`config.mk`:
```
export PLATFORM = sky130hd
export DESIGN_NAME = serial_data_eeprom_port
export DESIGN_NICKNAME = d
export VERILOG_FILES = /design/src/include/sep_pkg.sv /design/src/hw/sep_mem.sv /design/src/hw/sep_buf.sv /design/src/hw/serial_data_eeprom_port.sv
export VERILOG_INCLUDE_DIRS = /design/src /design/src/include
export SDC_FILE = /design/constraint.sdc
export NUM_CORES = 2
export LEC_CHECK = 0
export BUFFER_PORTS_ARGS = -buffer_cell sky130_fd_sc_hd__buf_4
export CORE_MARGIN = 2
export CORE_UTILIZATION = 25
export DETAILED_ROUTE_END_ITERATION = 10
export SLEW_MARGIN = 20
export SYNTH_ARGS = -nofsm -noshare
export SYNTH_HDL_FRONTEND = slang
export SYNTH_SLANG_ARGS = --single-unit
```
`constraint.sdc`:
```
create_clock -name clk -period 9 [get_ports clk]
set_input_delay 1.8 -clock clk [delete_from_list [all_inputs] [get_ports clk]]
set_output_delay 1.8 -clock clk [all_outputs]
set_load 0.01 [all_outputs]
```
`src/include/sep_consts.svh`:
```
`ifndef SEP_CONSTS_SVH
`define SEP_CONSTS_SVH

// control register
`define SEP_CTRL_ADDR 8'h40
`define SEP_BIT_SELECT 4
`define SEP_BIT_SHIFTCLK 5
`define SEP_BIT_SERIN 6
`define SEP_BIT_SEROUT 7
`define SEP_CTRL_RESET 8'h00
`define SEP_UNUSED_MASK 8'h0F

// instruction layout
`define SEP_INSTR_BITS 12
`define SEP_DATA_BITS 8
`define SEP_OP_READ 2'b10
`define SEP_OP_ERASE 2'b11
`define SEP_OP_WRITE 2'b01
`define SEP_OP_SPECIAL 2'b00
`define SEP_SUB_ENABLE 2'b11
`define SEP_SUB_DISABLE 2'b00
`define SEP_SUB_ERASEALL 2'b10
`define SEP_SUB_WRITEALL 2'b01
`define SEP_ERASED_WORD 8'hFF

// internal program cycle time
`define SEP_PROG_TIME_US 2
`define SEP_CLK_MHZ 100
`define SEP_PROG_CYCLES (`SEP_PROG_TIME_US * `SEP_CLK_MHZ)

`endif

```
`src/include/sep_pkg.sv`:
```
package sep_pkg;
   typedef enum logic [5:0] {
      SEP_IDLE = 6'b00_0001,
      SEP_CMD = 6'b00_0010,
      SEP_DATA = 6'b00_0100,
      SEP_READ = 6'b00_1000,
      SEP_WAITCS = 6'b01_0000,
      SEP_BUSY = 6'b10_0000
   } sep_state_type;
endpackage

```
`src/hw/sep_mem.sv`:
```
`timescale 1ns/1ns
module sep_mem #(
   parameter int DEPTH = 256,
   parameter int WIDTH = 8,
   parameter int AW = 8
) (
   input wire logic clk,
   input wire logic we,
   input wire logic [AW-1:0] waddr,
   input wire logic [WIDTH-1:0] wdata,
   input wire logic [AW-1:0] raddr,
   output logic [WIDTH-1:0] rdata
);
   logic [WIDTH-1:0] cells [DEPTH];

   always_ff @(posedge clk) begin
      if (we) begin
         cells[waddr] <= wdata;
      end
      rdata <= cells[raddr];
   end
endmodule // sep_mem

```
`src/hw/sep_buf.sv`:
```
`timescale 1ns/1ns
module sep_buf #(
   parameter int WIDTH = 8
) (
   input wire logic clk,
   input wire logic rst,
   input wire logic inValid,
   output logic inReady,
   input wire logic [WIDTH-1:0] inData,
   output logic outValid,
   input wire logic outReady,
   output logic [WIDTH-1:0] outData
);
   // ------------------------------
   // two-entry skid buffer
   // ------------------------------
   logic [WIDTH-1:0] slot [2];
   logic [1:0] count;
   logic rdPtr;
   logic wrPtr;
   logic doPush;
   logic doPop;

   assign inReady = (count != 2'd2);
   assign outValid = (count != 2'd0);
   assign outData = slot[rdPtr];
   assign doPush = inValid && inReady;
   assign doPop = outValid && outReady;

   always_ff @(posedge clk or posedge rst) begin
      if (rst) begin
         count <= 2'd0;
         rdPtr <= 1'b0;
         wrPtr <= 1'b0;
      end else begin
         if (doPush) begin
            wrPtr <= ~wrPtr;
         end
         if (doPop) begin
            rdPtr <= ~rdPtr;
         end
         if (doPush && !doPop) begin
            count <= count + 2'd1;
         end else if (doPop && !doPush) begin
            count <= count - 2'd1;
         end
      end
   end

   always_ff @(posedge clk) begin
      if (doPush) begin
         slot[wrPtr] <= inData;
      end
   end
endmodule // sep_buf

```
`src/hw/serial_data_eeprom_port.sv`:
```
`timescale 1ns/1ns
`include "sep_consts.svh"
// Notes on behaviour
// - low four control bits read zero
// - bits 4..7: select, clock, in, out
// - array holds 256 eight-bit words
// - instruction: start, two opcode, nine address
// - serial in sampled on clock rise
// - output high whenever select is low
// - powers up write-disabled; programs need enable
// - read: zero dummy then eight bits
// - reads work whether enabled or not
// - read address increments, wraps, streams on
// - enable holds until disable or reset
// - erase starts on select fall, self-timed
// - output low while busy, high when done
// - write starts on select fall, stores word in one step
// - erase-all sets every cell to ones
// - write-all copies data to every word
// - opcodes: read 10, erase 11, write 01
// - opcode 00 subcodes: enable/disable/eraseall/writeall
module serial_data_eeprom_port
   import sep_pkg::*;
#(
   parameter int WORDS = 256,
   parameter int PROG_CYCLES = `SEP_PROG_CYCLES
) (
   input wire logic clk,
   input wire logic rst,
   input wire logic regWrite,
   input wire logic regRead,
   input wire logic [7:0] regAddr,
   input wire logic [7:0] regWdata,
   output logic [7:0] regRdata,
   output logic progBusy
);
   // ------------------------------
   // control register bits
   // ------------------------------
   logic chipSelect;
   logic eeprom_shift_clock;
   logic eeprom_serial_in;
   logic serialOut;
   logic ctrlHit;

   assign ctrlHit = (regAddr == `SEP_CTRL_ADDR);

   always_ff @(posedge clk or posedge rst) begin
      if (rst) begin
         chipSelect <= 1'b0;
         eeprom_shift_clock <= 1'b0;
         eeprom_serial_in <= 1'b0;
      end else if (regWrite && ctrlHit) begin
         chipSelect <= regWdata[`SEP_BIT_SELECT];
         eeprom_shift_clock <= regWdata[`SEP_BIT_SHIFTCLK];
         eeprom_serial_in <= regWdata[`SEP_BIT_SERIN];
      end
   end

   always_ff @(posedge clk or posedge rst) begin
      if (rst) begin
         regRdata <= `SEP_CTRL_RESET;
      end else if (regRead && ctrlHit) begin
         regRdata <= {serialOut, eeprom_serial_in, eeprom_shift_clock,
                      chipSelect, 4'h0};
      end
   end

   // ------------------------------
   // edge detection
   // ------------------------------
   logic clkPrev;
   logic selPrev;
   logic clkRise;
   logic selFall;

   always_ff @(posedge clk or posedge rst) begin
      if (rst) begin
         clkPrev <= 1'b0;
         selPrev <= 1'b0;
      end else begin
         clkPrev <= eeprom_shift_clock;
         selPrev <= chipSelect;
      end
   end

   assign clkRise = eeprom_shift_clock && !clkPrev && chipSelect;
   assign selFall = selPrev && !chipSelect;

   // ------------------------------
   // storage array
   // ------------------------------
   logic memWe;
   logic [7:0] memWaddr;
   logic [7:0] memWdata;
   logic [7:0] memRaddr;
   logic [7:0] memRdata;

   sep_mem #(.DEPTH(WORDS), .WIDTH(`SEP_DATA_BITS), .AW(8)) u_mem (
      .clk(clk),
      .we(memWe),
      .waddr(memWaddr),
      .wdata(memWdata),
      .raddr(memRaddr),
      .rdata(memRdata)
   );

   // ------------------------------
   // read word buffer
   // ------------------------------
   logic bufInValid;
   logic bufInReady;
   logic bufOutValid;
   logic bufOutReady;
   logic [7:0] bufOutData;
   logic fetchPending;

   sep_buf #(.WIDTH(`SEP_DATA_BITS)) u_buf (
      .clk(clk),
      .rst(rst),
      .inValid(bufInValid),
      .inReady(bufInReady),
      .inData(memRdata),
      .outValid(bufOutValid),
      .outReady(bufOutReady),
      .outData(bufOutData)
   );

   // ------------------------------
   // instruction engine
   // ------------------------------
   sep_state_type state;
   logic [11:0] shiftIn;
   logic [3:0] bitCount;
   logic [7:0] addr;
   logic [1:0] opcode;
   logic [7:0] dataIn;
   logic [7:0] readShift;
   logic [3:0] readCount;
   logic programEnabled;
   logic [1:0] pendingOp;
   logic [15:0] progTimer;
   logic [8:0] sweep;
   logic allMode;
   logic [7:0] progData;
   logic [11:0] nextShift;

   assign nextShift = {shiftIn[10:0], eeprom_serial_in};
   // pop on each word boundary; drain stale words outside a read
   assign bufOutReady = (state == SEP_READ)
                        ? (clkRise && (readCount == 4'd0 ||
                                       readCount == 4'(`SEP_DATA_BITS)))
                        : 1'b1;

   // read prefetch: request word at current address
   always_ff @(posedge clk or posedge rst) begin
      if (rst) begin
         fetchPending <= 1'b0;
         bufInValid <= 1'b0;
      end else begin
         bufInValid <= fetchPending && bufInReady;
         fetchPending <= 1'b0;
         if (state == SEP_READ && !bufOutValid && !bufInValid
             && !fetchPending) begin
            fetchPending <= 1'b1;
         end
      end
   end
   assign memRaddr = addr;

   always_ff @(posedge clk or posedge rst) begin
      if (rst) begin
         state <= SEP_IDLE;
         shiftIn <= 12'h000;
         bitCount <= 4'd0;
         addr <= 8'h00;
         opcode <= 2'b00;
         dataIn <= 8'h00;
         readShift <= 8'h00;
         readCount <= 4'd0;
         programEnabled <= 1'b0;
         pendingOp <= 2'b00;
         progTimer <= 16'h0000;
         sweep <= 9'h000;
         allMode <= 1'b0;
         progData <= 8'h00;
         serialOut <= 1'b1;
         memWe <= 1'b0;
         memWaddr <= 8'h00;
         memWdata <= 8'h00;
      end else begin
         memWe <= 1'b0;
         case (state)
            SEP_IDLE: begin
               bitCount <= 4'd0;
               // sample on rise, wait start bit
               if (clkRise && eeprom_serial_in) begin
                  shiftIn <= 12'h001;
                  bitCount <= 4'd1;
                  state <= SEP_CMD;
               end
            end
            SEP_CMD: begin
               if (!chipSelect) begin
                  state <= SEP_IDLE;
               end else if (clkRise) begin
                  shiftIn <= nextShift;
                  bitCount <= bitCount + 4'd1;
                  if (bitCount == 4'(`SEP_INSTR_BITS - 1)) begin
                     opcode <= nextShift[10:9];
                     addr <= nextShift[7:0];
                     bitCount <= 4'd0;
                     if (nextShift[10:9] == `SEP_OP_READ) begin
                        readCount <= 4'd0;
                        state <= SEP_READ;
                     end else if (nextShift[10:9] == `SEP_OP_WRITE ||
                                  (nextShift[10:9] == `SEP_OP_SPECIAL &&
                                   nextShift[8:7] == `SEP_SUB_WRITEALL)) begin
                        state <= SEP_DATA;
                     end else begin
                        if (nextShift[10:9] == `SEP_OP_SPECIAL) begin
                           if (nextShift[8:7] == `SEP_SUB_ENABLE) begin
                              programEnabled <= 1'b1;
                           end else if (nextShift[8:7] ==
                                        `SEP_SUB_DISABLE) begin
                              programEnabled <= 1'b0;
                           end
                        end
                        state <= SEP_WAITCS;
                     end
                  end
               end
            end
            SEP_DATA: begin
               if (!chipSelect) begin
                  state <= SEP_IDLE;
               end else if (clkRise) begin
                  dataIn <= {dataIn[6:0], eeprom_serial_in};
                  bitCount <= bitCount + 4'd1;
                  if (bitCount == 4'(`SEP_DATA_BITS - 1)) begin
                     state <= SEP_WAITCS;
                  end
               end
            end
            SEP_READ: begin
               if (!chipSelect) begin
                  state <= SEP_IDLE;
               end else if (clkRise) begin
                  if (readCount == 4'd0) begin
                     // zero dummy bit, first word only
                     serialOut <= 1'b0;
                     readShift <= bufOutData;
                     readCount <= 4'd1;
                     addr <= addr + 8'd1;
                  end else if (readCount == 4'(`SEP_DATA_BITS)) begin
                     // last bit out, next word follows
                     serialOut <= readShift[7];
                     readShift <= bufOutData;
                     readCount <= 4'd1;
                     addr <= addr + 8'd1;
                  end else begin
                     serialOut <= readShift[7];
                     readShift <= {readShift[6:0], 1'b0};
                     readCount <= readCount + 4'd1;
                  end
               end
            end
            SEP_WAITCS: begin
               if (selFall) begin
                  state <= SEP_IDLE;
                  if (programEnabled && opcode != `SEP_OP_READ &&
                      !(opcode == `SEP_OP_SPECIAL &&
                        (shiftIn[8:7] == `SEP_SUB_ENABLE ||
                         shiftIn[8:7] == `SEP_SUB_DISABLE))) begin
                     progTimer <= 16'(PROG_CYCLES);
                     allMode <= (opcode == `SEP_OP_SPECIAL);
                     progData <= (opcode == `SEP_OP_WRITE ||
                                  opcode == `SEP_OP_SPECIAL &&
                                  shiftIn[8:7] == `SEP_SUB_WRITEALL)
                                 ? dataIn : `SEP_ERASED_WORD;
                     sweep <= 9'h000;
                     state <= SEP_BUSY;
                  end
               end
            end
            SEP_BUSY: begin
               if (progTimer != 16'h0000) begin
                  progTimer <= progTimer - 16'h0001;
               end else if (!allMode) begin
                  memWe <= 1'b1;
                  memWaddr <= addr;
                  memWdata <= progData;
                  state <= SEP_IDLE;
               end else begin
                  memWe <= 1'b1;
                  memWaddr <= sweep[7:0];
                  memWdata <= progData;
                  sweep <= sweep + 9'd1;
                  if (sweep == 9'(WORDS - 1)) begin
                     state <= SEP_IDLE;
                  end
               end
            end
            default: state <= SEP_IDLE;
         endcase
         if (!chipSelect) begin
            serialOut <= 1'b1;
         end else if (state == SEP_BUSY) begin
            serialOut <= 1'b0;
         end else if (state != SEP_READ) begin
            serialOut <= 1'b1;
         end
      end
   end

   always_ff @(posedge clk or posedge rst) begin
      if (rst) begin
         progBusy <= 1'b0;
      end else begin
         progBusy <= (state == SEP_BUSY);
      end
   end
endmodule // serial_data_eeprom_port

```
==> impl_metrics.toml <==
[status]
status = "finished clean"

[power_and_ir_drop]
ir_drop_mv = 0.1926
p_leak_uw = 0.02401
powerDensity_nw_per_um2 = 203.7

[detailed_routing]
vias = 42795
drt_pass1_iterations = 5
ant_nets = 0
drt-total-wl_microns = 204500
first_iter_violations = 4877
wire_per_inst_microns = 22.31
route.detailed.drc = 0
drt-vias-per-instance = 4.669

[worst_setup_path]
crit_cells = 8
crit_chain = "buf_12, buf_12, mux4_2, a22oi_1, a21oi_1, a21o_1, a211oi_1, nor4_1"
critPathMaxFanout = 79
end_kind = "flip-flop"
worstPathArrival_ns = 5.15
timing.rr.start = "addr[0]"
slowest_stage = "dfrtp_4"
cp_top_family = "compound AO/OA/AOI/OAI gates"
crit_required_ns = 9.71
endpoint = "u_mem.rdata[0]"
rr_worst_depth = 8
slowest_delay_ns = 1.02
path_buf_inv = 2
crit_top_cell = "buf_12"
regToRegSetupSlack_ns = 4.57
crit_path_start = "addr[0]"
r2r-end = "u_mem.rdata[0]"
crit_type = "flip-flop to flip-flop"
worstSetupStartpointType = "flip-flop"

[sta]
layout_setup_ws_ns = 4.568
setup_tns_ns = 0
fin_skew_ns = 0.05281
fin_crit_sh_pct = 49.25
worst_pin_slew_ns = 1.316
fmax_mhz = 225.6
hold_violations = 0
setup_viol = 0
finalMaxSlewViolations = 0
rsz0062_at_grt = "no"
min_period_ns = 4.432
relSlewSlack_pct = 11.53

[synthesis]
yosys_warnings = 0
synth_top_cell_by_area = "edfxtp_1"
avgSynthCellArea_sq_um = 19.46
postSynth.asyncResetShare_pct = 5.431
yosysTopAreaCellShare_pct = 72.43
synth-edff-count = 2064
synth_area_leaders = "edfxtp_1 (72%), mux4_2 (12%), dfrtp_1 (3.4%)"
ys_seq_elements = 2191
netlist_area_sq_um = 85570
synthDistinctLibCells = 72
synth_cells = 4397
ys.flop_type = "edfxtp_1"
yosysSeqAreaShare_pct = 76.11

[clock_tree]
htree_levels = 4
holdBufCountCts = 0
cts.reportedPaths.clkPinSlew_ns = 0.06
clkLatencyLatePin_ns = 0.87
cts_setup_buffers = 0
clockBufferDepth = 3
ctsRootBufferMaster = "clkbuf_16"
cts_sinks = 2191
cts_buffers = 217
cts_resized = 0
cts_tree = "built"

[grt]
grt_overflow = 0
grt_start_max_net_pins = 218
grt_pass1_wl_microns = 297100
grt_pass1_vias = 42647
antenna_found_initial = 3
grtUsageTotal_pct = 11.47

[place]
post-dp-hpwl_microns = 119500
globalplace.congestion = 0.8126
portBuffers = 19
pre_cts_ws_ns = 4.521
place_area_sq_um = 90880

[layout]
drive_gt1_share_pct = 19.65
final_nets = 4471
final_cell_mix = "edfxtp_1 (2064), mux4_2 (439), nor2_1 (342), clkbuf_16 (217), a22oi_1 (152)"
multi_input_area_sq_um = 19150
fin_area_sq_um = 97880
final_common_cell = "edfxtp_1"
fillers = 33115
register_area_sq_um = 65160
area_delta_synth_final_pct = 14.39

[floorplan]
fp.dieArea_sq_um = 347000
rows = 214
chipHeight_microns = 589.0
pin_count = 29
initial_utilization_pct = 25.14
core_area_sq_um = 340300
die_w_microns = 589.0

[min_path]
holdCritPathClass = "flip-flop to flip-flop"

[run]
cap_violations = 0
[where the power goes]
part | total (uW) | leakage (uW) | switching [uW] | internal (uW)
clock | 8830 | 0.00339 | 3880 | 4940
combinational | 114 | 0.00464 | 72.6 | 41.2
sequential | 11000 | 0.0160 | 11.3 | 11000
total | 19900 | 0.0240 | 3970 | 16000
[kinds of logic (layout without fill, tap and decap cells)]
group | after synthesis | count (layout) | share of synthesized area (%)
AOI/OAI and AO/OA | 559 | 559 | 4.507
DFF | 2191 | 2191 | 76.11
buffers and inverters | 290 | 516 | 1.639
and+or+nand+nor | 717 | 717 | 3.809
xor gates and xnor gates | 23 | 23 | 0.2354
muxes | 604 | 604 | 13.52
other | 1 | 8 | 0.004383
adders and majority gates | 12 | 12 | 0.1755
[flip-flops by register name (all words and copies together) (netlist names), 2 cells and up]
name	count
u_mem.cells	2048
progTimer	16
u_buf.slot	16
shiftIn	10
sweep	9
addr	8
dataIn	8
memWaddr	8
memWdata	8
progData	8
readShift	8
u_mem.rdata	8
state	6
bitCount	4
readCount	4
regRdata	4
opcode	2
u_buf.count	2
[metrics by stage]
step	instances	utilization, %	power, uW	hold WS [ns]
global route	9164	28.76	20490	0.4892
CTS	9160	28.74	20100	0.4725
finish	9166	28.76	19940	0.4688
floorplan	4400	-	11300	0.3912
detailed placement	8754	26.70	11330	0.4581
global placement	8753	26.70	11330	0.4607
[layout make-up]
cell class,count,area share (%)
clock inverters,135,1.259
clock buffers,271,5.827
inverters,20,0.07926
well taps,4536,5.798
repair buffers,90,0.8923
diodes,4,0.01023
flip-flops and latches,2191,66.57
multi-input cells,1919,19.56
[Yosys cell counts (all sizes together) (46+ instances only)]
master	number
nor2	345
mux2i	138
a211oi	55
a21oi	99
edfxtp	2064
a22oi	152
nand3	46
buf	136
mux4	439
o21ai	84
nand2	144
dfrtp	117
clkbuf	134
[layer usage]
metal,wire length [microns],vias up,share of wire (%),global-route usage [%]
li1,-,18115,-,-
met1,87140,22714,43,15.92
met2,95670,1661,47,17.98
met3,15680,303,7.7,2.243
met4,5925,2,2.9,3.767
met5,115,-,0.056,0.2326
[how the worst min path moves through the flow]
| stage | depth (start not counted) | to | slack (ns) | start |
|---|---|---|---|---|
| 2_1_floorplan | 0 | clkPrev | 0.39 | eeprom_shift_clock |
| 3_3_place_gp | 2 | progData[3] | 0.46 | progData[3] |
| 3_5_place_dp | 2 | progData[1] | 0.46 | progData[1] |
| 4_1_cts | 2 | progData[1] | 0.47 | progData[1] |
| 5_1_grt | 2 | progData[6] | 0.49 | progData[6] |
| 6_report | 2 | progData[5] | 0.47 | progData[5] |
[worst min-delay path, delay by kind of cell (launching register included)]
family	cells	cell delay, ns
and+or+nand+nor	2	0.10
DFF	1	0.34
Note: power is estimated with default switching activity, not from simulation.
